File: config.mk
export PLATFORM = sky130hd
export DESIGN_NAME = dgp_port
export DESIGN_NICKNAME = d
export VERILOG_FILES = /design/src/dgp_pkg.sv /design/src/dgp_port.sv
export SDC_FILE = /design/constraint.sdc
export NUM_CORES = 1
export LEC_CHECK = 0
export BUFFER_PORTS_ARGS = -buffer_cell sky130_fd_sc_hd__buf_4
export CAP_MARGIN = 40
export CORE_MARGIN = 4
export CORE_UTILIZATION = 48
export DETAILED_ROUTE_END_ITERATION = 16
export GPL_TIMING_DRIVEN = 0
export PLACE_DENSITY = 0.76
export SLEW_MARGIN = 0
export SYNTH_ARGS = -nofsm -noshare
export SYNTH_HDL_FRONTEND = slang
export SYNTH_SLANG_ARGS = --single-unit
File: constraint.sdc
create_clock -name sys_clk -period 1.62 [get_ports sys_clk]
set_input_delay 0.243 -clock sys_clk [delete_from_list [all_inputs] [get_ports sys_clk]]
set_output_delay 0.243 -clock sys_clk [all_outputs]
set_load 0.01 [all_outputs]
File: src/dgp_pkg.sv
package dgp_pkg;
    // register indices; the byte address on the bus is four times the index
    localparam logic [7:0] IDX_SECOND_PORT_DATA = 8'h06;
    localparam logic [7:0] IDX_OPTION_CONFIG = 8'h81;
    localparam logic [7:0] IDX_SECOND_PORT_DIRECTION = 8'h86;
    localparam logic [7:0] IDX_FIRST_PORT_DATA = 8'h05;
    localparam logic [7:0] IDX_FIRST_PORT_DIRECTION = 8'h85;
    localparam logic [7:0] IDX_COMPARATOR_CONTROL = 8'h1F;
    localparam logic [7:0] IDX_VOLTAGE_REF_CONTROL = 8'h9F;
    localparam logic [7:0] IDX_FIRST_PORT_SET = 8'h10;
    localparam logic [7:0] IDX_FIRST_PORT_CLEAR = 8'h11;
    localparam logic [7:0] IDX_SECOND_PORT_SET = 8'h12;
    localparam logic [7:0] IDX_SECOND_PORT_CLEAR = 8'h13;
    localparam logic [7:0] IDX_IRQ_STATUS = 8'h14;
    localparam logic [7:0] IDX_IRQ_MASK = 8'h15;

    // reset values
    localparam logic [4:0] FIRST_DIR_RST = 5'h1F;
    localparam logic [4:0] FIRST_DATA_RST = 5'h00;
    localparam logic [7:0] SECOND_DIR_RST = 8'hFF;
    localparam logic [7:0] SECOND_DATA_RST = 8'h00;
    localparam logic [7:0] OPTION_RST = 8'hFF;
    localparam logic [2:0] CMP_MODE_RST = 3'h0;
    localparam logic [7:0] VREF_RST = 8'h00;
    localparam logic [1:0] IRQ_MASK_RST = 2'h0;

    // option_config fields
    localparam int OPT_PULLUP_DISABLE_BIT = 7;
    localparam int OPT_INTERRUPT_EDGE_SELECT = 6;

    // comparator_control mode field values
    localparam logic [2:0] CMP_MODE_OUTPUTS = 3'h6;
    localparam logic [2:0] CMP_MODE_OFF = 3'h7;
    localparam logic [4:0] ANALOG_MASK_ALL = 5'h0F;
    localparam logic [4:0] ANALOG_MASK_OUT = 5'h07;
    localparam logic [4:0] ANALOG_MASK_OFF = 5'h00;

    // interrupt status bit positions
    localparam int IRQ_EXT_BIT = 0;
    localparam int IRQ_CHANGE_BIT = 1;

    localparam int SYNC_STAGES = 3;
    // edges after reset until filter and edge history both hold pin levels
    localparam logic [2:0] SYNC_WARM_CYCLES = 3'h5;
endpackage

File: src/dgp_port.sv
// Design decision made here: the APB slave port.
`timescale 1ns/1ps
// Contract
// - first port output values sit in a five-bit latch, one bit per pin
// - first port pin four is Schmitt input, open-drain, and timer clock
// - first port direction 1 floats the pin, 0 drives the latch out
// - first port data read returns pin levels; write updates latch only
// - port set and clear writes are read-modify-write from sampled pin levels
// - first port pins used as comparator inputs read back as zero
// - reset: first port inputs, digital inputs off, comparator grounded
// - direction bits still rule comparator input pins; keep them inputs
// - comparator outputs on pins three and four need direction cleared
// - every second port pin has a software-enabled weak pull-up
// - second port pins four to seven interrupt on input change
// - second port pin zero is external interrupt, Schmitt when enabled
// - second port pins six and seven go Schmitt in serial programming
// - second direction and option reset to ones; data latch to zero
// - a pin serving an enabled peripheral is not general purpose I/O
module dgp_port
    import dgp_pkg::*;
(
    input wire logic sys_clk,
    input wire logic rst_b,
    input wire logic psel,
    input wire logic penable,
    input wire logic pwrite,
    input wire logic [11:0] paddr,
    input wire logic [31:0] pwdata,
    output logic [31:0] prdata,
    output logic pready,
    output logic pslverr,
    input wire logic [4:0] first_port_pin_in,
    output logic [4:0] first_port_pin_out,
    output logic [4:0] first_port_pin_oe,
    output logic [4:0] first_port_digital_in_en,
    output logic comparator_inputs_grounded,
    output logic [2:0] comparator_mode,
    input wire logic [1:0] comparator_result,
    output logic [7:0] voltage_ref_control,
    output logic timer_external_clock_in,
    output logic [5:0] timer_option,
    input wire logic [7:0] second_port_pin_in,
    output logic [7:0] second_port_pin_out,
    output logic [7:0] second_port_pin_oe,
    output logic [7:0] second_port_pullup_en,
    output logic [7:0] second_port_schmitt_sel,
    input wire logic serial_prog_mode_in,
    output logic irq
);
    logic [4:0] dir1;
    logic [4:0] lat1;
    logic [7:0] dir2;
    logic [7:0] lat2;
    logic [7:0] opt;
    logic [2:0] cmp_mode;
    logic [1:0] irq_status;
    logic [1:0] irq_mask;
    logic [1:0] rd_snap;
    logic [13:0] raw_in;
    logic [13:0] filt;
    logic [13:0] filt_q;
    logic [3:0] change_ref;
    logic [4:0] analog;
    logic [4:0] p1_read;
    logic [7:0] p2_read;
    logic cmp_out_mode;
    logic [7:0] idx;
    logic addr_ok;
    logic setup;
    logic access;
    logic wr_acc;
    logic rd_acc;
    logic mapped;
    logic [7:0] wbyte;
    logic [31:0] next_rdata;
    logic [1:0] events;
    logic [4:0] next_out1;
    logic [4:0] next_oe1;
    logic serial_prog;
    logic [2:0] warm;
    logic primed;

    assign raw_in = {serial_prog_mode_in, second_port_pin_in,
                     first_port_pin_in};

    // three stages; a change counts only once stages two and three agree
    genvar g;
    generate
        for (g = 0; g < 14; g++) begin : g_sync
            logic [SYNC_STAGES-1:0] sh;
            always_ff @(posedge sys_clk or negedge rst_b) begin
                if (!rst_b) begin
                    sh <= '0;
                    filt[g] <= 1'b0;
                end else begin
                    sh <= {sh[SYNC_STAGES-2:0], raw_in[g]};
                    if (sh[1] == sh[2]) begin
                        filt[g] <= sh[2];
                    end
                end
            end
        end
    endgenerate

    always_ff @(posedge sys_clk or negedge rst_b) begin
        if (!rst_b) begin
            filt_q <= '0;
        end else begin
            filt_q <= filt;
        end
    end

    assign serial_prog = filt[13];

    // the filter leaves reset at zero whatever the pins show; until it has
    // filled, edge and change detection stay off so no false event follows
    always_ff @(posedge sys_clk or negedge rst_b) begin
        if (!rst_b) begin
            warm <= '0;
        end else if (!primed) begin
            warm <= warm + 3'h1;
        end
    end

    assign primed = (warm == SYNC_WARM_CYCLES);

    // bus decode; the bus always answers in the access cycle
    assign idx = paddr[9:2];
    assign addr_ok = (paddr[11:10] == 2'b00) && (paddr[1:0] == 2'b00);
    assign setup = psel && !penable;
    assign access = psel && penable;
    assign wr_acc = access && pwrite && !pslverr;
    assign rd_acc = access && !pwrite && !pslverr;
    assign pready = access;
    assign wbyte = pwdata[7:0];

    always_comb begin
        case (cmp_mode)
            CMP_MODE_OFF: analog = ANALOG_MASK_OFF;
            CMP_MODE_OUTPUTS: analog = ANALOG_MASK_OUT;
            default: analog = ANALOG_MASK_ALL;
        endcase
    end

    assign cmp_out_mode = (cmp_mode == CMP_MODE_OUTPUTS);
    // analog pins read zero and pin four stays a digital Schmitt input
    assign p1_read = filt[4:0] & ~analog;
    assign p2_read = filt[12:5];

    always_comb begin
        mapped = 1'b1;
        next_rdata = '0;
        case (idx)
            IDX_FIRST_PORT_DATA: next_rdata[4:0] = p1_read;
            IDX_FIRST_PORT_DIRECTION: next_rdata[4:0] = dir1;
            IDX_SECOND_PORT_DATA: next_rdata[7:0] = p2_read;
            IDX_SECOND_PORT_DIRECTION: next_rdata[7:0] = dir2;
            IDX_OPTION_CONFIG: next_rdata[7:0] = opt;
            IDX_COMPARATOR_CONTROL: next_rdata[2:0] = cmp_mode;
            IDX_VOLTAGE_REF_CONTROL: next_rdata[7:0] = voltage_ref_control;
            IDX_IRQ_STATUS: next_rdata[1:0] = irq_status;
            IDX_IRQ_MASK: next_rdata[1:0] = irq_mask;
            IDX_FIRST_PORT_SET, IDX_FIRST_PORT_CLEAR,
            IDX_SECOND_PORT_SET, IDX_SECOND_PORT_CLEAR: next_rdata = '0;
            default: mapped = 1'b0;
        endcase
        if (!addr_ok) begin
            mapped = 1'b0;
            next_rdata = '0;
        end
    end

    // read data is caught in the setup cycle so the access cycle sees a flop
    always_ff @(posedge sys_clk or negedge rst_b) begin
        if (!rst_b) begin
            prdata <= '0;
            pslverr <= 1'b0;
            rd_snap <= '0;
        end else if (setup) begin
            prdata <= pwrite ? 32'h0000_0000 : next_rdata;
            pslverr <= !mapped;
            rd_snap <= (!pwrite && mapped && idx == IDX_IRQ_STATUS) ?
                       irq_status : 2'b00;
        end
    end

    always_ff @(posedge sys_clk or negedge rst_b) begin
        if (!rst_b) begin
            dir1 <= FIRST_DIR_RST;
            cmp_mode <= CMP_MODE_RST;
            voltage_ref_control <= VREF_RST;
            irq_mask <= IRQ_MASK_RST;
        end else if (wr_acc) begin
            case (idx)
                IDX_FIRST_PORT_DIRECTION: dir1 <= wbyte[4:0];
                IDX_COMPARATOR_CONTROL: cmp_mode <= wbyte[2:0];
                IDX_VOLTAGE_REF_CONTROL: voltage_ref_control <= wbyte;
                IDX_IRQ_MASK: irq_mask <= wbyte[1:0];
                default: ;
            endcase
        end
    end

    always_ff @(posedge sys_clk or negedge rst_b) begin
        if (!rst_b) begin
            dir2 <= SECOND_DIR_RST;
            opt <= OPTION_RST;
        end else if (wr_acc) begin
            case (idx)
                IDX_SECOND_PORT_DIRECTION: dir2 <= wbyte;
                IDX_OPTION_CONFIG: opt <= wbyte;
                default: ;
            endcase
        end
    end

    // set and clear aliases modify the sampled pin levels, as a bit op would
    always_ff @(posedge sys_clk or negedge rst_b) begin
        if (!rst_b) begin
            lat1 <= FIRST_DATA_RST;
            lat2 <= SECOND_DATA_RST;
        end else if (wr_acc) begin
            case (idx)
                IDX_FIRST_PORT_DATA: lat1 <= wbyte[4:0];
                IDX_FIRST_PORT_SET: lat1 <= p1_read | wbyte[4:0];
                IDX_FIRST_PORT_CLEAR: lat1 <= p1_read & ~wbyte[4:0];
                IDX_SECOND_PORT_DATA: lat2 <= wbyte;
                IDX_SECOND_PORT_SET: lat2 <= p2_read | wbyte;
                IDX_SECOND_PORT_CLEAR: lat2 <= p2_read & ~wbyte;
                default: ;
            endcase
        end
    end

    // comparator outputs take pins three and four from the latch
    always_comb begin
        next_out1 = lat1;
        if (cmp_out_mode) begin
            next_out1[3] = comparator_result[0];
            next_out1[4] = comparator_result[1];
        end
        next_oe1 = ~dir1;
        next_oe1[4] = !dir1[4] && !next_out1[4];
        next_out1[4] = 1'b0;
    end

    always_ff @(posedge sys_clk or negedge rst_b) begin
        if (!rst_b) begin
            first_port_pin_out <= '0;
            first_port_pin_oe <= '0;
            second_port_pin_out <= '0;
            second_port_pin_oe <= '0;
        end else begin
            first_port_pin_out <= next_out1;
            first_port_pin_oe <= next_oe1;
            second_port_pin_out <= lat2;
            second_port_pin_oe <= ~dir2;
        end
    end

    // pull-ups only where the pin is an input; a driven pin needs none
    always_ff @(posedge sys_clk or negedge rst_b) begin
        if (!rst_b) begin
            second_port_pullup_en <= '0;
            second_port_schmitt_sel <= '0;
            first_port_digital_in_en <= '0;
            comparator_inputs_grounded <= 1'b1;
            timer_external_clock_in <= 1'b0;
        end else begin
            second_port_pullup_en <= opt[OPT_PULLUP_DISABLE_BIT] ? 8'h00 :
                                     dir2;
            second_port_schmitt_sel <= {{2{serial_prog}}, 5'h00,
                                        irq_mask[IRQ_EXT_BIT]};
            first_port_digital_in_en <= ~analog;
            comparator_inputs_grounded <= (cmp_mode == CMP_MODE_RST);
            timer_external_clock_in <= filt[4];
        end
    end

    assign comparator_mode = cmp_mode;
    assign timer_option = opt[5:0];

    // change reference is refreshed by each read of the second port
    always_ff @(posedge sys_clk or negedge rst_b) begin
        if (!rst_b) begin
            change_ref <= '0;
        end else if (!primed ||
                     (rd_acc && idx == IDX_SECOND_PORT_DATA)) begin
            change_ref <= filt[12:9];
        end
    end

    assign events[IRQ_CHANGE_BIT] = primed && (|((filt[12:9] ^ change_ref)
                                      & dir2[7:4]));
    assign events[IRQ_EXT_BIT] = primed && (opt[OPT_INTERRUPT_EDGE_SELECT] ?
                                 (filt[5] && !filt_q[5]) :
                                 (!filt[5] && filt_q[5]));

    // read clears only what the read reported, so a new event is kept
    always_ff @(posedge sys_clk or negedge rst_b) begin
        if (!rst_b) begin
            irq_status <= '0;
        end else begin
            irq_status <= (irq_status & ~(rd_acc ? rd_snap : 2'b00))
                          | events;
        end
    end

    assign irq = |(irq_status & irq_mask);
endmodule

Yosys cells after proc, flatten, opt, wreduce, memory -nomap -nowiden
Cells that the tools add are included.
Widths: inputs -> output; s select.
- output and inout bits: 101
- logic and storage cells: 156
- flip-flop bits (word level): 195
- reduce and logical (&&, ||, !) cells: 41
- multiplexer cells: 16
- add/sub/neg operators: 1
- bitwise logic cells: 16
- equal/unequal tests: 30
- operators with widths (kind ; number):
    $eq 8x5->1 const B ; 7
    $eq 8x8->1 const B ; 4
    $mux 32 ; 1
    $pmux 8 s3 ; 1
    $pmux 2 s9 ; 1
    $eq 8x3->1 const B ; 2
    $mux 8 ; 2
    $not 8->8 ; 2
    $reduce_and 2->1 ; 8
    $logic_and 1x1->1 ; 15
    $pmux 5 s3 ; 1
    $eq 1x1->1 ; 14
    $reduce_or 13->1 ; 1
    $pmux 2 s6 ; 1
    $pmux 3 s4 ; 1
    $and 5x5->5 ; 2
    $eq 3x3->1 const B ; 3
    $logic_not 1->1 ; 9
    $and 8x8->8 ; 1
    $or 8x8->8 ; 1
    $pmux 4 s2 ; 1
    $pmux 1 s7 ; 1
    $mux 2 ; 3
    $reduce_bool 3->1 ; 2
    other kinds (16) ; 20

Longest topological paths before layout
Gate-level depths: netlist (run 1).
- depth in word-level cells: 7
- gate-level depth with buffers: 7

Least setup slack after synthesis (run 1)
No wires, ideal clock.
- path kind: register to register
- from: register pslverr
- to: register cmp_mode[2], in the netlist comparator_mode[2]
- clock period less this slack: 1.661 ns
- cell stages (with the launch flop): 4
- path slack: -0.041 ns
- setup time: 0.125 ns
- buffers on the path: 0
- arrival: 1.536 ns
- cells stage by stage: dfrtp_1 > nor3b_2 > and3_1 > mux2_2
- word-level cells in the longest chain between the ends: 3
- ends and longest elaborated chain (item ; RTL line ; RTL):
    from (decl) ; dgp_port.sv:31 ; output logic pslverr,
    from (signal assigned) ; dgp_port.sv:181 ; pslverr <= !mapped;
    $logic_not 1->1 ; dgp_port.sv:132 ; assign wr_acc = access && pwrite && !pslverr;
    $logic_and 1x1->1 ; dgp_port.sv:132 ;
    $reduce_and 2->1 (no source line) ; - ;
    to (signal assigned) ; dgp_port.sv:196 ; IDX_COMPARATOR_CONTROL: cmp_mode <= wbyte[2:0];
    to (decl) ; dgp_port.sv:55 ; logic [2:0] cmp_mode;
No other way between the ends.
A chain may end at the register's enable or synchronous reset.

Worst setup path after layout (run 1)
- from: register pslverr
- to: register cmp_mode[0], in the netlist comparator_mode[0]
The elaborated chain is that of the path after synthesis.

==> results of run 1 <==
[placed cells by master (no fill, tap or decap), drive strengths merged, types with 14 or more instances in the layout]
| master | count |
|---|---|
| buf | 161 |
| dfrtp | 142 |
| mux2 | 49 |
| nand2 | 43 |
| conb | 31 |
| o21ai | 25 |
| clkbuf | 24 |
| nor2 | 23 |
| dfstp | 22 |
| inv | 20 |
| dlygate4sd3 | 16 |
| maj3 | 14 |
[worst reg2reg max path, cell delays in order, from the launching register on]
cell     delay, ns
dfrtp_1       0.44
nor3b_4       0.23
buf_12        0.16
and3_1        0.24
mux2_2        0.36
[cell type report]
cell class,instances,share of cell area [%]
buffer,53,4.19
multi-input combinational,291,24.4
inverter,16,0.706
clock inverter,13,2.05
sequential,164,48.6
timing repair buffer,129,12.3
tap,176,2.59
clock buffer,19,5.09
[metal layers]
layer | track usage, % | vias up | wire length [um]
met4 | 6.57 | 0 | 188
li1 | - | 2013 | -
met2 | 33.3 | 115 | 7410
met1 | 27.2 | 2134 | 6420
met5 | 0 | - | 0
met3 | 5.77 | 15 | 866
[cell families after synthesis]
family	Yosys count	synth area share, %
other cells	2	0.116
xor+xnor	5	0.676
mux	60	10.2
buf+inv	69	6.43
fa+ha+maj	16	2.55
compound gates	64	6.66
flops	164	63.8
simple gates	115	9.60
[worst max path at each step]
stage,endpoint,slack (ns),startpoint
floorplan,change_ref[0],0.02,paddr[2]
global placement,second_port_pullup_en[3],-0.45,rst_b
detailed placement,lat1[3],-0.37,paddr[9]
CTS,prdata[1],0.05,comparator_mode[1]
global route,lat1[2],0.01,paddr[7]
finish,comparator_mode[0],0.08,pslverr
[synth_stat cells, drive strengths merged (4+ instances only)]
master    n  share of area [%]
a22oi     5               0.58
mux2i    11                1.7
clkbuf    5               0.29
nor2     23                1.4
nand2    43                2.6
dfrtp   142                 55
dfstp    22                8.9
nand3     9               0.77
mux2     49                8.5
o21ai    25                2.1
a221oi    7               0.95
and3      4               0.39
nor3      6               0.54
o22ai     4               0.39
a21oi     7               0.54
inv      16               0.93
a22o      7               0.95
maj3     14                2.2
nor2b     7               0.68
buf      48                5.2
[power groups by stage]
stage                     logic (uW)  registers, uW  clock network [uW]
after floorplan                  239           4330                   0
after global placement           464           4350                   0
after detailed placement         483           4360                   0
after CTS                        517           4280                4190
after global routing             571           4290                4370
final                            514           4280                4110
[state kept, by name (all words and copies together), names as in the netlist, 3 cells and up]
signal and flops:
second_port_pin_oe 8, opt 8, filt 13, second_port_pullup_en 8, change_ref 4, lat2 8
comparator_mode 3, prdata 8, lat1 5, dir1 5, first_port_pin_oe 5, warm 3
dir2 8, first_port_pin_out 4, second_port_pin_out 8, voltage_ref_control 8, g_sync.sh 42, first_port_digital_in_en 3
[metrics by stage]
stage	TNS (ns)	area [um2]	hold slack [ns]	total power, uW
after floorplan	0	6600	-0.0526	4570
after global placement	-75.89	7640	0.332	4810
after detailed placement	-13.88	7670	0.271	4840
after CTS	0	8480	0.0607	8990
after global routing	0	8500	0.0558	9240
final	0	8500	0.0737	8910
[timing repair]
item	CTS	global route
resized for setup	2	5
pin swaps	1	1
setup endpoints to repair	44	11
buffers inserted	2	1
endpoints found under the hold margin	70	0
hold buffers	16	0
==> out/results.tsv, run 1 <==
stage	metric	value	unit
run_status	status	finished, final reports clean	
drt	drt_wl_total	14900	um
cells_and_area	final_layout_size_suffix_gt1_share	41.0	%
worst_setup_path	cp-end-kind	flip-flop	
die	top_level_ports	166	
drt	via_count	4277	
drt	dr.pass1.iters	4	
timing	fmax	651	MHz
power	clock_power_share	46.1	%
drt	drcViolationCount	0	
power	p_sw	2010	uW
worst_setup_path	critPathBufInv	1	
synth	syn_inst	495	
clock_network	cts_tree	yes	
place	place_inst	810	
worst_setup_path	path_depth	4	
timing	relSlewSlack	58.3	%
worst_setup_path	r2r_end	comparator_mode[0]	
cells_and_area	final_util	64.2	%
die	placementRows	42	
place	gp_congestion	0.831	
die	core-area	13200	um2
cells_and_area	diodes	0	
worst_hold_path	holdPathStages	2	
cells_and_area	multi_input_area	2080	um2
clock_network	clock-root-buffer	clkbuf_16	
place	dp_hpwl	10700	um
worst_setup_path	path_cells	nor3b_4, buf_12, and3_1, mux2_2	
cells_and_area	syn2layout_area_growth	31.2	%
cells_and_area	layout.cells.non_filler	861	
global_routing	antenna_found_initial	0	
synth	syn_avg_cell_area	13.1	um2
worst_setup_path	rrSetupSlack	0.08	ns
power	power.density	1050	nW/um2
global_routing	grt_pass1_wl	23400	um
drt	avgRoutedWirePerCell	17.3	um
cells_and_area	nFillCells	1033	
timing	final-setup-viol-count	0	
cells_and_area	seq_area	4140	um2
worst_hold_path	hold_end	voltage_ref_control[5]	
die	start_util	48.9	%
worst_setup_path	worstRegToRegCells	4	
worst_setup_path	crit_arrival	1.85	ns
worst_hold_path	hold_path.class	input port to flip-flop	
synth	ys_warn_count	0	
power	ir_drop	0.924	mV
global_routing	gr-total-overflow	0	
timing	drv_slew	0	
worst_setup_path	start_kind	flip-flop	
power	pwr-share-seq	48.1	%
worst_setup_path	worstSetupPathType	flip-flop to flip-flop	
worst_setup_path	crit_family	simple AND/OR/NAND/NOR gates	
timing	hold_viol	0	
flow_run	drv_cap	0	
synth	ys_ff_latch	164	
die	die_w	124	um
worst_setup_path	crit_path_max_incr_delay	0.44	ns
worst_setup_path	r2r_start	pslverr	
power	internal_power	6900	uW
timing	finClkSkew	0.0119	ns
clock_network	insertion_delay	0.43	ns
die	die_height	124	um
global_routing	grt_max_degree	101	
clock_network	cts_buffers	17	
clock_network	clock_path_buffers	2	
global_routing	grt_usage	20.6	%
place	port_buffers	109	
place	pre_cts_ws	-0.367	ns
worst_setup_path	required	1.93	ns
clock_network	htree_levels	4	
synth	synth_area	6480	um2
timing	setup_ws	0.0844	ns
drt	antenna_left	0	
synth	synth_edf_count	0	
worst_setup_path	cpMaxStageDelayCell	dfrtp_1	
power	pwr-share-comb	5.8	%
drt	drt_first_iter_violations	319	
timing	finalCriticalPeriod	1.54	ns
worst_hold_path	hp-start	pwdata[5]	
synth	ys_types	56	
synth	seq_area_frac_synth	63.8	%
timing	rsz0062_at_grt	false	
power	switching_share	22.5	%
clock_network	cts.sinks	164	
clock_network	path_clk_slew	0.07	ns
die	die_area	15400	um2
timing	tightest_slew	0.625	ns
synth	ys_async_sr_fraction	100	%
worst_setup_path	path_max_fanout	8	
power	p_leak	0.00405	uW
global_routing	grt_pass1_vias	4388	
drt	viasPerCell	4.97	
cells_and_area	nets	739	
timing	finalCritPeriodShare	94.8	%
synth	ys.flop_type	dfrtp_1	
(Power assumes the default switching activity.)
==> run 2: changes to the inputs <==
==> constraint.sdc (replaced) <==
create_clock -name sys_clk -period 1.3 [get_ports sys_clk]
set_input_delay 0.195 -clock sys_clk [delete_from_list [all_inputs] [get_ports sys_clk]]
set_output_delay 0.195 -clock sys_clk [all_outputs]
set_load 0.01 [all_outputs]
==> out/results.tsv, run 2 (synthesis results as in run 1) <==
stage	metric	value	unit
timing	finalCritPeriodShare	117	%
die	die_w	124	um
power	pwr-share-comb	6.3	%
worst_setup_path	start_kind	flip-flop	
power	power.density	1250	nW/um2
place	port_buffers	109	
cells_and_area	layout.cells.non_filler	883	
cells_and_area	diodes	0	
power	p_sw	2530	uW
power	switching_share	22.1	%
cells_and_area	final_common_cell	buf_4	
worst_hold_path	hold_path.class	input port to flip-flop	
place	dp_hpwl	11000	um
worst_setup_path	r2r_end	prdata[0]	
worst_setup_path	path_max_fanout	3	
power	pwr-share-seq	46.9	%
timing	whs	0.0424	ns
power	finalPower	11400	uW
clock_network	cts.sinks	164	
die	die_height	124	um
worst_setup_path	crit_arrival	1.83	ns
cells_and_area	largestRegisters	g_sync.sh (42), filt (13)	
timing	drv_slew	0	
cells_and_area	final_layout_size_suffix_gt1_share	47.1	%
worst_setup_path	required	1.60	ns
power	p_leak	0.00430	uW
worst_setup_path	worstRegToRegCells	5	
timing	relSlewSlack	52.2	%
global_routing	grt_pass1_vias	4590	
place	pre_cts_ws	-0.629	ns
power	clock_power_share	46.8	%
die	die_area	15400	um2
clock_network	clock_path_buffers	2	
worst_setup_path	rrSetupSlack	-0.23	ns
worst_setup_path	r2r_start	irq_status[0]	
global_routing	grt_usage	21.7	%
clock_network	path_clk_slew	0.06	ns
run_status	status	complete, but fails checks	
cells_and_area	layout_common_cells	151 x buf_4, 136 x dfrtp_1, 38 x nand2_1	
timing	finalCriticalPeriod	1.53	ns
die	core-area	13200	um2
clock_network	cts_tree	yes	
worst_hold_path	hp-start	pwdata[5]	
drt	drcViolationCount	0	
global_routing	grt_max_degree	97	
place	place_inst	811	
timing	setup_ws	-0.227	ns
place	gp_congestion	0.858	
timing	rsz0062_at_grt	true	
timing	tightest_slew	0.716	ns
timing	hold_viol	0	
timing	fmax	655	MHz
flow_run	drv_cap	0	
run_status	violations	negative setup slack	
timing	final-setup-viol-count	60	
worst_hold_path	holdPathStages	2	
cells_and_area	largest_register	g_sync.sh	
drt	viasPerCell	5.11	
cells_and_area	syn2layout_area_growth	41.3	%
die	placementRows	42	
power	ir_drop	1.05	mV
global_routing	grt_pass1_wl	24800	um
drt	antenna_left	0	
die	top_level_ports	166	
die	start_util	48.9	%
worst_setup_path	worstSetupPathType	flip-flop to flip-flop	
clock_network	insertion_delay	0.42	ns
worst_hold_path	hold_end	dir2[5]	
power	internal_power	8880	uW
cells_and_area	largest_reg_flops	42	
global_routing	gr-total-overflow	0	
drt	drt_first_iter_violations	197	
drt	dr.pass1.iters	4	
cells_and_area	nets	761	
drt	via_count	4510	
clock_network	cts_buffers	17	
drt	drt_wl_total	16200	um
drt	avgRoutedWirePerCell	18.3	um
global_routing	antenna_found_initial	0	
clock_network	htree_levels	4	
timing	finClkSkew	0.00954	ns
clock_network	clock-root-buffer	clkbuf_16	
worst_setup_path	cp-end-kind	flip-flop	
cells_and_area	final_util	69.1	%
-- run 2: power groups by stage --
stage / clock network [uW] / registers, uW / logic [uW]
3_3_place_gp: 0 / 5420 / 602
6_report: 5340 / 5350 / 715
5_1_grt: 5670 / 5360 / 783
2_1_floorplan: 0 / 5400 / 318
4_1_cts: 5420 / 5350 / 699
3_5_place_dp: 0 / 5430 / 639
-- run 2: cell type report --
class                           count  area (um2)
Buffer                             48         375
Clock buffer                       18         439
Clock inverter                     14         200
Fill cell                         930        4090
Inverter                           16        60.1
Multi-Input combinational cell    292        2370
Sequential cell                   164        4140
Tap cell                          176         220
Timing Repair Buffer              155        1350
-- run 2: per-layer routing --
layer  track usage [%]  part of all wire, %
met4              8.69                  2.0
met1              28.9                   42
met2              35.3                   51
met3              3.91                  4.5
met5                 0                    0
-- run 2: worst max-delay path, stage by stage, from the launching register on --
cell and delay [ns]:
dfrtp_1 0.41, mux2_4 0.28, a22o_1 0.18, a32oi_1 0.21, nand3_1 0.13, a22o_1 0.19
-- run 2: what timing repair did --
action | 4_1_cts | 5_1_grt
buffers inserted | 16 | 12
setup endpoints to repair | 68 | 72
pin swaps | 12 | 12
hold buffers | 17 | 0
resized for setup | 49 | 34
cloned | 1 | 0
endpoints found under the hold margin | 104 | 0
-- run 2: worst max-delay path by stage --
stage,start,to,slack (ns),cells after the start
after CTS,irq_status[0],prdata[0],-0.19,5
after global placement,rst_b,pslverr,-0.85,1
after detailed placement,paddr[7],lat2[5],-0.63,6
final,irq_status[0],prdata[0],-0.23,5
after floorplan,paddr[2],change_ref[0],-0.22,6
after global routing,irq_status[0],prdata[0],-0.26,5
-- run 2: stage by stage --
stage,setup TNS (ns),area (um2)
floorplan,-6.52,6730
global placement,-132.59,7770
detailed placement,-29.16,7830
CTS,-7.02,8940
global route,-10.32,9160
finish,-7.28,9160
